$ cat src/core/dpa_pkg.sv
// Package of the DDR2 precharge and auto-precharge block.
// Assumes one 200 MHz clock shared by the controller end and the device end.
package dpa_pkg;
  // ==========================================================================
  // Sizes
  localparam int unsigned NUM_BANKS = 8;
  localparam int unsigned BANK_W = 3;
  localparam int unsigned ADDR_W = 14;
  localparam int unsigned AP_BIT = 10;
  localparam int unsigned CNT_W = 8;
  // ==========================================================================
  // Timing in picoseconds and clock period
  localparam int unsigned CLK_PERIOD_PS = 5000;
  localparam int unsigned T_RAS_PS = 45000;
  localparam int unsigned T_RTP_PS = 7500;
  localparam int unsigned T_RP_PS = 15000;
  localparam int unsigned T_RC_PS = 60000;
  localparam int unsigned T_WR_PS = 15000;
  localparam int unsigned T_RCD_PS = 15000;
  // Minimum times round up to whole clocks.
  localparam int unsigned RAS_CYC = (T_RAS_PS + CLK_PERIOD_PS - 1) / CLK_PERIOD_PS;
  localparam int unsigned RTP_CYC = (T_RTP_PS + CLK_PERIOD_PS - 1) / CLK_PERIOD_PS;
  localparam int unsigned RP_CYC = (T_RP_PS + CLK_PERIOD_PS - 1) / CLK_PERIOD_PS;
  localparam int unsigned RC_CYC = (T_RC_PS + CLK_PERIOD_PS - 1) / CLK_PERIOD_PS;
  localparam int unsigned WR_CYC = (T_WR_PS + CLK_PERIOD_PS - 1) / CLK_PERIOD_PS;
  localparam int unsigned RCD_CYC = (T_RCD_PS + CLK_PERIOD_PS - 1) / CLK_PERIOD_PS;
  // ==========================================================================
  // Reset values of the latency settings
  localparam logic [3:0] CL_RST = 4'h3;
  localparam logic [3:0] AL_RST = 4'h0;
  localparam logic [3:0] WR_RST = 4'h3;
  localparam logic BL8_RST = 1'b0;
  // ==========================================================================
  // Commands as {ras_n, cas_n, we_n} with chip select low
  typedef enum logic [2:0] {
    DPA_CMD_ACT = 3'h3,
    DPA_CMD_RD = 3'h5,
    DPA_CMD_WR = 3'h4,
    DPA_CMD_PRE = 3'h2,
    DPA_CMD_NOP = 3'h7
  } dpa_cmd_e;
  // ==========================================================================
  // Read latency is AL plus CL; write latency is one less.
  function automatic logic [CNT_W-1:0] dpa_rl(input logic [3:0] al, input logic [3:0] cl);
    dpa_rl = CNT_W'(al) + CNT_W'(cl);
  endfunction : dpa_rl
  function automatic logic [CNT_W-1:0] dpa_wl(input logic [3:0] al, input logic [3:0] cl);
    dpa_wl = dpa_rl(al, cl) - CNT_W'(1);
  endfunction : dpa_wl
  function automatic logic [CNT_W-1:0] dpa_half_bl(input logic bl8);
    dpa_half_bl = bl8 ? CNT_W'(4) : CNT_W'(2);
  endfunction : dpa_half_bl
  function automatic logic [CNT_W-1:0] dpa_max(input logic [CNT_W-1:0] a,
                                               input logic [CNT_W-1:0] b);
    dpa_max = (a > b) ? a : b;
  endfunction : dpa_max
endpackage : dpa_pkg

$ cat src/core/dpa_cmd_if.sv
// Command bus between the memory controller end and the device end.
// Assumes both ends run on the same clock; no clocking block.
interface dpa_cmd_if;
  import dpa_pkg::*;
  logic cs_n;
  logic ras_n;
  logic cas_n;
  logic we_n;
  logic [BANK_W-1:0] ba;
  logic [ADDR_W-1:0] addr;
  modport ctrl (output cs_n, output ras_n, output cas_n, output we_n, output ba, output addr);
  modport dev (input cs_n, input ras_n, input cas_n, input we_n, input ba, input addr);
endinterface : dpa_cmd_if

$ cat src/core/dpa_ctrl.sv
// Controller end: issues one command per request and keeps the bank spacing.
// Assumes the user holds a request until ready; one clock with the device.
module dpa_ctrl
  import dpa_pkg::*;
(
  input wire logic core_clk_i,
  input wire logic resetn_i,
  dpa_cmd_if.ctrl cmd,
  input wire logic req_valid_i,
  input wire logic [2:0] req_cmd_i,
  input wire logic [BANK_W-1:0] req_bank_i,
  input wire logic [ADDR_W-1:0] req_addr_i,
  input wire logic req_ap_i,
  input wire logic [3:0] cl_i,
  input wire logic [3:0] al_i,
  input wire logic bl8_i,
  output logic req_ready_o
);
  import dpa_pkg::*;
  typedef struct packed {
    logic [NUM_BANKS-1:0] open;
    logic [NUM_BANKS-1:0][CNT_W-1:0] pre_ok;
    logic [NUM_BANKS-1:0][CNT_W-1:0] act_ok;
    logic [NUM_BANKS-1:0][CNT_W-1:0] rw_ok;
    logic cs_n;
    logic [2:0] code;
    logic [BANK_W-1:0] ba;
    logic [ADDR_W-1:0] addr;
  } dpa_ctrl_s;
  dpa_ctrl_s st_r;
  dpa_ctrl_s st_nxt;
  logic legal;
  logic [CNT_W-1:0] hb;
  logic [CNT_W-1:0] rd_pre;
  logic [CNT_W-1:0] wr_pre;
  logic [CNT_W-1:0] rd_ap_act;
  logic [CNT_W-1:0] all_pre_ok;
  assign hb = dpa_half_bl(bl8_i);
  assign rd_pre = dpa_rl(al_i, 4'h0) + hb + dpa_max(CNT_W'(RTP_CYC), CNT_W'(2))
                  - CNT_W'(2);
  assign wr_pre = dpa_wl(al_i, cl_i) + hb + CNT_W'(WR_CYC);
  assign rd_ap_act = dpa_max(rd_pre, CNT_W'(al_i) + hb) + CNT_W'(RP_CYC);
  always_comb
  begin
    all_pre_ok = '0;
    for (int b = 0; b < NUM_BANKS; b++)
    begin
      all_pre_ok = dpa_max(all_pre_ok, st_r.pre_ok[b]);
    end
  end
  // ==========================================================================
  // Legality of the waiting request
  always_comb
  begin
    case (req_cmd_i)
      DPA_CMD_ACT: legal = !st_r.open[req_bank_i] && st_r.act_ok[req_bank_i] == '0;
      DPA_CMD_RD, DPA_CMD_WR: legal = st_r.open[req_bank_i] && st_r.rw_ok[req_bank_i] == '0;
      DPA_CMD_PRE: legal = req_ap_i ? all_pre_ok == '0 : st_r.pre_ok[req_bank_i] == '0;
      default: legal = 1'b1;
    endcase
  end
  assign req_ready_o = legal;
  // ==========================================================================
  // Next state
  always_comb
  begin
    st_nxt = st_r;
    st_nxt.cs_n = 1'b1;
    st_nxt.code = DPA_CMD_NOP;
    for (int b = 0; b < NUM_BANKS; b++)
    begin
      if (st_r.pre_ok[b] != '0) st_nxt.pre_ok[b] = st_r.pre_ok[b] - CNT_W'(1);
      if (st_r.act_ok[b] != '0) st_nxt.act_ok[b] = st_r.act_ok[b] - CNT_W'(1);
      if (st_r.rw_ok[b] != '0) st_nxt.rw_ok[b] = st_r.rw_ok[b] - CNT_W'(1);
    end
    if (req_valid_i && legal)
    begin
      st_nxt.cs_n = 1'b0;
      st_nxt.code = req_cmd_i;
      st_nxt.ba = req_bank_i;
      st_nxt.addr = req_addr_i;
      st_nxt.addr[AP_BIT] = req_ap_i;
      case (req_cmd_i)
        DPA_CMD_ACT:
        begin
          st_nxt.open[req_bank_i] = 1'b1;
          st_nxt.pre_ok[req_bank_i] = CNT_W'(RAS_CYC - 1);
          st_nxt.act_ok[req_bank_i] = CNT_W'(RC_CYC - 1);
          st_nxt.rw_ok[req_bank_i] = CNT_W'(RCD_CYC - 1);
        end
        DPA_CMD_RD:
        begin
          st_nxt.pre_ok[req_bank_i] = dpa_max(st_r.pre_ok[req_bank_i], rd_pre - CNT_W'(1));
          if (req_ap_i)
          begin
            st_nxt.open[req_bank_i] = 1'b0;
            st_nxt.act_ok[req_bank_i] = dpa_max(st_r.act_ok[req_bank_i],
                                                rd_ap_act - CNT_W'(1));
          end
        end
        DPA_CMD_WR:
        begin
          st_nxt.pre_ok[req_bank_i] = dpa_max(st_r.pre_ok[req_bank_i], wr_pre - CNT_W'(1));
          if (req_ap_i)
          begin
            st_nxt.open[req_bank_i] = 1'b0;
            st_nxt.act_ok[req_bank_i] = dpa_max(st_r.act_ok[req_bank_i],
                                                wr_pre + CNT_W'(RP_CYC - 1));
          end
        end
        DPA_CMD_PRE:
        begin
          for (int b = 0; b < NUM_BANKS; b++)
          begin
            if (req_ap_i || BANK_W'(b) == req_bank_i)
            begin
              st_nxt.open[b] = 1'b0;
              st_nxt.act_ok[b] = dpa_max(st_r.act_ok[b], CNT_W'(RP_CYC - 1));
            end
          end
        end
        default: st_nxt.cs_n = 1'b1;
      endcase
    end
  end
  always_ff @(posedge core_clk_i or negedge resetn_i)
  begin
    if (!resetn_i)
    begin
      st_r <= '0;
      st_r.cs_n <= 1'b1;
      st_r.code <= DPA_CMD_NOP;
    end
    else
    begin
      st_r <= st_nxt;
    end
  end
  assign cmd.cs_n = st_r.cs_n;
  assign cmd.ras_n = st_r.code[2];
  assign cmd.cas_n = st_r.code[1];
  assign cmd.we_n = st_r.code[0];
  assign cmd.ba = st_r.ba;
  assign cmd.addr = st_r.addr;
endmodule : dpa_ctrl

$ cat src/flat_wrapper.sv
// flat-port wrapper written by rule: the top's interface ports become plain ports
module dpa_ctrl_flat import dpa_pkg::*;
  (core_clk_i, resetn_i, req_valid_i, req_cmd_i, req_bank_i, req_addr_i, req_ap_i, cl_i, al_i, bl8_i, req_ready_o, cmd_cs_n, cmd_ras_n, cmd_cas_n, cmd_we_n, cmd_ba, cmd_addr);
  dpa_cmd_if cmd_i ();
  input wire logic core_clk_i;
  input wire logic resetn_i;
  input wire logic req_valid_i;
  input wire logic [2:0] req_cmd_i;
  input wire logic [BANK_W-1:0] req_bank_i;
  input wire logic [ADDR_W-1:0] req_addr_i;
  input wire logic req_ap_i;
  input wire logic [3:0] cl_i;
  input wire logic [3:0] al_i;
  input wire logic bl8_i;
  output logic req_ready_o;
  output wire logic [$bits(cmd_i.cs_n)-1:0] cmd_cs_n;
  output wire logic [$bits(cmd_i.ras_n)-1:0] cmd_ras_n;
  output wire logic [$bits(cmd_i.cas_n)-1:0] cmd_cas_n;
  output wire logic [$bits(cmd_i.we_n)-1:0] cmd_we_n;
  output wire logic [$bits(cmd_i.ba)-1:0] cmd_ba;
  output wire logic [$bits(cmd_i.addr)-1:0] cmd_addr;
  assign cmd_cs_n = cmd_i.cs_n;
  assign cmd_ras_n = cmd_i.ras_n;
  assign cmd_cas_n = cmd_i.cas_n;
  assign cmd_we_n = cmd_i.we_n;
  assign cmd_ba = cmd_i.ba;
  assign cmd_addr = cmd_i.addr;
  dpa_ctrl u_core (.core_clk_i(core_clk_i), .resetn_i(resetn_i), .cmd(cmd_i), .req_valid_i(req_valid_i), .req_cmd_i(req_cmd_i), .req_bank_i(req_bank_i), .req_addr_i(req_addr_i), .req_ap_i(req_ap_i), .cl_i(cl_i), .al_i(al_i), .bl8_i(bl8_i), .req_ready_o(req_ready_o));
endmodule
$ cat config.mk
export PLATFORM = sky130hd
export DESIGN_NAME = dpa_ctrl_flat
export DESIGN_NICKNAME = d
export VERILOG_FILES = /design/src/core/dpa_pkg.sv /design/src/core/dpa_cmd_if.sv /design/src/core/dpa_ctrl.sv /design/src/flat_wrapper.sv
export SDC_FILE = /design/constraint.sdc
export NUM_CORES = 1
export LEC_CHECK = 0
export BUFFER_PORTS_ARGS = -buffer_cell sky130_fd_sc_hd__clkbuf_2
export CAP_MARGIN = 30
export CELL_PAD_IN_SITES_DETAIL_PLACEMENT = 0
export CELL_PAD_IN_SITES_GLOBAL_PLACEMENT = 1
export CORE_ASPECT_RATIO = 1.1
export CORE_MARGIN = 3
export CORE_UTILIZATION = 49
export DETAILED_ROUTE_END_ITERATION = 8
export MAX_ROUTING_LAYER = met4
export PLACE_DENSITY = 0.81
export SYNTH_ARGS = -nofsm -noshare
export SYNTH_HDL_FRONTEND = slang
export SYNTH_SLANG_ARGS = --single-unit
$ cat constraint.sdc
create_clock -name core_clk_i -period 16.15 [get_ports core_clk_i]
set_input_delay 3.23 -clock core_clk_i [delete_from_list [all_inputs] [get_ports core_clk_i]]
set_output_delay 3.23 -clock core_clk_i [all_outputs]
set_load 0.005 [all_outputs]
* Word level (Yosys, flattened, before mapping)
Cells that the tools add are included.
W data, S select, Z words.
** Operators by class
- Reduce and logical (&&, ||, !) cells :: 53
- Eq/ne operators :: 28
- Mux-type cells :: 89
- $add $sub $neg :: 36
- Bitwise gates (word level) :: 12
- Order comparisons :: 23
** Operator list (count)
- $mux W8 :: 58
- $bwmux W64 :: 4
- $pmux W64 S4 :: 1
- $sub A8 B1 Y8 const B :: 28
- $mux W213 :: 1
- $mux W64 :: 3
- $pmux W64 S3 :: 1
- $reduce_bool A8 Y1 :: 24
- $and A56 B56 Y56 :: 2
- $not A56 Y56 :: 2
- $gt A8 B8 Y1 :: 12
- $bmux W8 S3 :: 3
- $gt A8 B2 Y1 const B :: 8
- $and A40 B40 Y40 :: 1
- $not A40 Y40 :: 1
- $add A8 B2 Y8 const B :: 4
- $logic_not A8 Y1 :: 4
- $ne A4 B4 Y1 const B :: 8
- $reduce_and A4 Y1 :: 8
- $demux W8 S3 :: 1
- $or A24 B24 Y24 :: 1
- $or A8 B8 Y8 :: 3
- $pmux W8 S3 :: 1
- $ne A2 B1 Y1 const B :: 9
- 26 further kinds :: 53
** Storage, ports and cells
- Bits in registers :: 221
- Output and inout bits :: 22
- Input bits :: 33
- Logic and storage cells :: 277

* Longest topological paths before layout
Gate-level depths: netlist of the first run.
- Word-level depth :: 21
- Gate-level depth with buffers :: 68

* Worst setup path before layout of the first run
No wires, ideal clock.
- Path type :: reg-to-output
- From :: register u_core.st_r[158] (netlist bit)
- To :: output req_ready_o
- Buffers on the path :: 7
- Path slack :: 1656 ps
- Required time :: 12920 ps
- Data arrival time :: 11264 ps
- Stages on the path, launching flop included :: 53
- Cells stage by stage :: dfrtp_1 inv_1 ha_1 nor2b_1 o211a_1 o311a_1 buf_2 o21a_1 or2_2 ha_1 a211oi_1 nor2_1 and4bb_2 or2_2 o31ai_2 inv_1 ha_1 nor2b_1 [... 17 more ...] a31oi_1 o22ai_1 clkbuf_1 clkbuf_1 a21oi_1 ha_1 nand3_1 o31ai_1 clkbuf_1 mux2_2 ha_1 o21ai_0 a21oi_1 o21bai_1 a22oi_1 o21ai_0 a2111o_1 a41o_2
** On the way
- Word-level cells in the longest chain between the ends :: 17
- Elaborated cells on any way between the ends :: 20
** RTL lines
- start: declaration :: line dpa_ctrl.sv:30 : dpa_ctrl_s st_r;
- start signal: assignment :: line dpa_ctrl.sv:136 : st_r <= st_nxt;
- $gt A8 B8 Y1 :: line dpa_pkg.sv:55 : dpa_max = (a > b) ? a : b;
- $mux W8 :: line dpa_pkg.sv:55
- $gt A8 B8 Y1 :: line dpa_pkg.sv:55
- $mux W8 :: line dpa_pkg.sv:55
- $gt A8 B8 Y1 :: line dpa_pkg.sv:55
- $mux W8 :: line dpa_pkg.sv:55
- $gt A8 B8 Y1 :: line dpa_pkg.sv:55
- $mux W8 :: line dpa_pkg.sv:55
- $gt A8 B8 Y1 :: line dpa_pkg.sv:55
- $mux W8 :: line dpa_pkg.sv:55
- $gt A8 B8 Y1 :: line dpa_pkg.sv:55
- $mux W8 :: line dpa_pkg.sv:55
- $gt A8 B8 Y1 :: line dpa_pkg.sv:55
- $mux W8 :: line dpa_pkg.sv:55
- $logic_not A8 Y1 :: line dpa_ctrl.sv:58 : DPA_CMD_PRE: legal = req_ap_i ? all_pre_ok == '0 : st_r.pre_ok[req_bank_i] == '0;
- $mux W1 * :: line dpa_ctrl.sv:58
- $pmux W1 S3 * :: line dpa_ctrl.sv:55 : case (req_cmd_i)
- end: declaration :: line flat_wrapper.sv:15 : output logic req_ready_o;
Mark *: on every way between the ends. The rest lies on a longest branch, timed or not. The select of a mux whose other input is x is not followed.

* Worst setup path after layout of the first run
Same ends and word-level chain as after synthesis.

==> flow_metrics.py, run 1 <==
metrics = {
    "outcome": {
        "status": "finished clean",
    },
    "cts": {
        "clk-insertion-delay-late_ns": 0.57,
        "numCtsBuffers": 28,
        "root_buffer": "clkbuf_16",
        "cts_tree": "done",
        "ctsHoldBuffers": 0,
        "ctsHtreeMaxLevel": 1,
        "cts_buffer_depth": 3,
        "clock_sinks": 221,
        "path_clk_slew_ns": 0.06,
    },
    "hold_path": {
        "holdCritPathClass": "flop to flop",
    },
    "timing": {
        "setup_violations": 0,
        "period_share": 0.955,
        "whs_ns": 0.494,
        "worst_pin_slew_ns": 1.04,
        "finalClockSkew_ns": 0.0131,
        "maxSlewHeadroom": 0.285,
        "hold_viol": 0,
        "slew_viol_final": 0,
        "max_freq_mhz": 64.8,
        "fin_crit_ns": 15.43,
    },
    "yosys": {
        "ys_types": 84,
        "syn_inst": 2204,
        "syn_avg_cell_area_um2": 8.72,
        "syn-num-nets": 2390,
        "syn_area_mm2": 0.0192,
        "synth_edf_count": 0,
        "async_flop_share": 1.00,
        "yosys_warnings": 0,
        "yosysSeqAreaShare": 0.288,
        "synth_ff_type": "dfrtp_1",
        "ys_ff_latch": 221,
    },
    "worst_setup_path": {
        "crit_arrival_ns": 12.20,
        "path_max_fanout": 24,
        "crit_required_ns": 12.92,
        "criticalPathCategory": "flop to output pin",
        "crit_top_cell": "ha_1",
        "cp_slowest_cell": "o311a_2",
        "cp.buffers_inverters": 6,
        "cp-start-kind": "flop",
        "critPathTopFamily": "compound AO/OA/AOI/OAI gates",
        "cp-end-kind": "output pin",
        "critPathMaxStageDelay_ns": 0.47,
    },
    "cells_and_area": {
        "syn2layout_area_growth_pct": 9.24,
        "nets": 2399,
        "mostFrequentLayoutCell": "nand2_1",
        "final_cell_mix": "nand2_1, dfrtp_1, inv_1, ha_1, nor2_1",
        "layout-drive-gt1-share": 0.128,
    },
    "routing": {
        "drtIter0Drc": 1666,
        "ant_nets": 0,
        "vias": 17100,
        "routed_wl_mm": 58.6,
        "first_pass_iters": 6,
        "drc": 0,
        "detail_route.wl_per_cell_um": 21.4,
        "routed_via_density": 6.25,
    },
    "floorplan": {
        "die_width_um": 195,
        "ios": 55,
        "start_util": 0.501,
        "num_rows": 75,
        "die_area_mm2": 0.0416,
        "die_y_um": 214,
        "fp.coreArea_mm2": 0.0384,
    },
    "global_routing": {
        "grt_overflow_total": 0,
        "grt_pass1_wl_mm": 93.2,
        "antenna_found_initial": 1,
        "grt_pass1_vias": 16900,
        "grt_start_max_net_pins": 95,
        "grt_usage": 0.285,
    },
    "run": {
        "maxCapViolCount": 0,
    },
    "placement": {
        "hpwl_mm": 42.1,
        "port_buffers": 53,
        "globalplace.congestion": 0.945,
    },
}
-- layout make-up --
cell class / count / area [um^2]
well taps: 500 / 626
inverters: 151 / 567
diodes: 1 / 2.50
clock buffers: 36 / 751
fillers: 3521 / 17400
multi-input cells: 1723 / 12700
clock inverters: 16 / 275
flip-flops and latches: 221 / 5540
repair buffers: 88 / 549
-- sequential cells by signal (all words and copies together) (netlist names) --
signal            flops
u_core.cmd.ba         3
u_core.cmd.addr      14
u_core.cmd.cs_n       1
u_core.st_r         200
u_core.cmd.we_n       1
u_core.cmd.cas_n      1
u_core.cmd.ras_n      1
-- routing by layer --
layer | vias to the layer above | global-route usage | wire (um)
met5 | - | - | 0
met4 | 0 | 0.107 | 2370
met3 | 124 | 0.0338 | 3800
met2 | 641 | 0.466 | 27400
met1 | 8303 | 0.367 | 25000
li1 | 8042 | - | -
-- timing repair --
action / CTS / global route
resized for setup: 0 / 20
setup buffers: 0 / 1
endpoints found under the hold margin: 0 / 0
setup endpoints to repair: 0 / 1
-- synthesized netlist by cell type (31+ instances only) --
cell	n	area (um^2)
a21oi_1	109	546
xnor2_1	100	876
mux4_2	34	766
inv_1	150	563
xor2_1	38	333
dfrtp_1	217	5430
o21ai_0	102	510
clkbuf_1	58	218
and2_1	31	194
nand3_1	55	275
mux2i_1	88	881
ha_1	150	1880
nor2_1	146	548
nor3_1	85	425
a22oi_1	74	556
nand2_1	222	833
o22ai_1	34	213
mux2_2	55	619
-- worst reg2reg max path, delay by kind of cell, from the launching register on --
kind            cells  cell delay (ns)
simple gates       13             3.21
compound gates     28             5.43
flops               1             0.45
fa+ha+maj           7             1.99
mux                 2             0.67
buf+inv             6             1.28
-- stage by stage --
stage	setup slack (ns)	instance area [um^2]	TNS (ns)	cells	utilization
2_1_floorplan	1.66	19200	0	2204	-
4_1_cts	0.0801	20900	0	2734	0.544
3_5_place_dp	0.724	19900	0	2682	0.517
3_3_place_gp	0.869	19800	0	2678	0.516
5_1_grt	-0.0367	21000	-0.0367	2736	0.547
6_report	0.720	21000	0	2736	0.547
-- path summary, 6_finish.rpt --
path	start	endpoint	slack, ns	depth (start not counted)
max reg2reg	u_core.st_r[158]$_DFF_PN0_	u_core.st_r[135]$_DFFE_PN0P_	3.04	56
max in group asynchronous	resetn_i	u_core.st_r[45]$_DFF_PN0_	12.07	2
min in group asynchronous	resetn_i	u_core.st_r[194]$_DFF_PN0_	2.67	1
min reg2reg	u_core.st_r[217]$_DFFE_PN0P_	u_core.st_r[217]$_DFFE_PN0P_	0.49	1
max	u_core.st_r[158]$_DFF_PN0_	req_ready_o	0.72	54
min	u_core.st_r[217]$_DFFE_PN0P_	u_core.st_r[217]$_DFFE_PN0P_	0.49	1
-- cells by family (layout without fill, tap and decap cells) --
logic type                 count (synthesis)  count (layout)  synth area share
and+or+nand+nor                          722             722             0.186
AOI/OAI and AO/OA                        533             533             0.187
buffers and inverters                    260             291            0.0574
DFF                                      221             221             0.288
muxes                                    177             177             0.118
adders and majority gates                153             153             0.101
xor gates and xnor gates                 138             138            0.0629
other                                      0               1                 0
Power of run 1 is left out: the tool's default activity adds up to more than one toggle a clock period on the data nets, which glitch-free logic cannot reach.
==> inputs of run 2 (changes only) <==
- CORE_UTILIZATION: 49 -> 50
- PLACE_DENSITY: 0.81 -> 0.82
==> run 2 against run 1 <==
Sequential cell count unchanged. Worst hold slack better by 0.010 ns. Global-route usage is 1.3 points higher. Critical path type unchanged. Fmax is 1.0% lower. Core utilization is 1.4 points higher. Final cell count shrank 0.26%. Final area is 0.19% higher. Critical path depth fell by 1. Setup slack lost 0.16 ns. Routed wire length rose by 2.2%. Register-to-register slack got worse by 0.11 ns.
==> flow_metrics.py, run 2 (synthesis results as in run 1) <==
metrics = {
    "outcome": {
        "status": "finished clean",
    },
    "timing": {
        "max_freq_mhz": 64.1,
        "hold_viol": 0,
        "finalClockSkew_ns": 0.0153,
        "whs_ns": 0.504,
        "period_share": 0.965,
        "worst_pin_slew_ns": 1.01,
        "setup_violations": 0,
        "maxSlewHeadroom": 0.329,
        "fin_crit_ns": 15.59,
        "timing.final.ws_setup_ns": 0.561,
        "slew_viol_final": 0,
    },
    "cts": {
        "root_buffer": "clkbuf_16",
        "ctsHtreeMaxLevel": 1,
        "cts_tree": "done",
        "clock_sinks": 221,
        "path_clk_slew_ns": 0.06,
        "numCtsBuffers": 26,
        "ctsHoldBuffers": 0,
        "clk-insertion-delay-late_ns": 0.56,
        "cts_buffer_depth": 3,
    },
    "global_routing": {
        "antenna_found_initial": 0,
        "grt_pass1_wl_mm": 93.8,
        "grt_start_max_net_pins": 90,
        "grt_pass1_vias": 17200,
        "grt_overflow_total": 0,
        "grt_usage": 0.298,
    },
    "routing": {
        "drc": 0,
        "vias": 17300,
        "first_pass_iters": 5,
        "drtIter0Drc": 1696,
        "routed_wl_mm": 59.9,
        "routed_via_density": 6.36,
        "ant_nets": 0,
        "detail_route.wl_per_cell_um": 21.9,
    },
    "cells_and_area": {
        "syn2layout_area_growth_pct": 9.44,
        "antenna_cells": 0,
        "nets": 2401,
        "top_register": "u_core.st_r",
        "layout-drive-gt1-share": 0.132,
        "multi_input_area_mm2": 0.0127,
        "final_cell_mix": "nand2_1, dfrtp_1, inv_1, ha_1, nor2_1",
        "n_fill_cell": 3455,
        "fin_util": 0.561,
        "mostFrequentLayoutCell": "nand2_1",
        "largest_reg_flops": 200,
        "regArea_mm2": 0.00554,
    },
    "run": {
        "maxCapViolCount": 0,
    },
    "worst_setup_path": {
        "crit_required_ns": 12.92,
        "cp_slowest_cell": "a2111o_1",
        "cp-start-kind": "flop",
        "reg2reg_depth": 56,
        "cp-end-kind": "output pin",
        "critPathTopFamily": "compound AO/OA/AOI/OAI gates",
        "criticalPathCategory": "flop to output pin",
        "r2r_start": "u_core.st_r[158]$_DFF_PN0_",
        "crit_arrival_ns": 12.36,
        "r2r_setup_slack_ns": 2.93,
        "crit_top_cell": "ha_1",
        "critPathMaxStageDelay_ns": 0.51,
        "path_max_fanout": 13,
        "cp.buffers_inverters": 7,
        "reg2reg_to": "u_core.st_r[142]$_DFFE_PN0P_",
    },
    "floorplan": {
        "die_width_um": 193,
        "fp.coreArea_mm2": 0.0375,
        "die_area_mm2": 0.0408,
        "ios": 55,
        "start_util": 0.512,
        "die_y_um": 212,
        "num_rows": 74,
    },
    "placement": {
        "hpwl_mm": 42.2,
        "pre_cts_slack_ns": 0.708,
        "globalplace.congestion": 0.907,
        "port_buffers": 53,
    },
    "hold_path": {
        "holdPathStages": 1,
        "hold-path-endpoint": "u_core.cmd.addr[9]$_DFFE_PN0N_",
        "holdCritPathClass": "flop to flop",
        "min_from": "u_core.cmd.addr[9]$_DFFE_PN0N_",
    },
}
## run 2: worst max path at each step
stage / start / to / slack (ns) / cells after the start
2_1_floorplan: u_core.st_r[158]$_DFF_PN0_ / req_ready_o / 1.66 / 52
3_3_place_gp: u_core.st_r[158]$_DFF_PN0_ / req_ready_o / 0.87 / 50
3_5_place_dp: u_core.st_r[158]$_DFF_PN0_ / req_ready_o / 0.71 / 50
4_1_cts: u_core.st_r[158]$_DFF_PN0_ / req_ready_o / 0.04 / 50
5_1_grt: u_core.st_r[158]$_DFF_PN0_ / req_ready_o / -0.03 / 56
6_report: u_core.st_r[158]$_DFF_PN0_ / req_ready_o / 0.56 / 53
## run 2: worst reg2reg max path, delay by kind of cell (launching register included)
kind	cells	cell delay (ns)
and+or+nand+nor	11	2.80
AOI/OAI and AO/OA	30	6.22
muxes	1	0.38
buffers and inverters	7	1.22
adders and majority gates	7	2.00
DFF	1	0.45
## run 2: cell type report
cell class	count	share of cell area
Timing Repair Buffer	92	0.0272
Multi-Input combinational cell	1723	0.606
Clock buffer	34	0.0362
Inverter	151	0.0270
Clock inverter	14	0.0108
Tap cell	494	0.0294
Sequential cell	221	0.263
## run 2: per-layer routing
layer / GRT usage / vias up / routed length, um
li1: - / 8046 / -
met1: 0.382 / 8441 / 25000
met2: 0.477 / 725 / 28300
met3: 0.0401 / 133 / 4200
met4: 0.123 / 0 / 2390
met5: - / - / 0
## run 2: timing repair
action | 4_1_cts | 5_1_grt
buffers inserted | 0 | 5
endpoints found under the setup margin | 0 | 1
resized for setup | 0 | 27
## run 2: metrics by stage
stage | std cells | instance area (um^2) | setup TNS (ns)
after floorplan | 2204 | 19200 | 0
after global placement | 2671 | 19800 | 0
after detailed placement | 2676 | 19800 | 0
after CTS | 2724 | 20800 | 0
after global routing | 2729 | 21000 | -0.0329
final | 2729 | 21000 | 0
Power of run 2 is left out for the same reason.
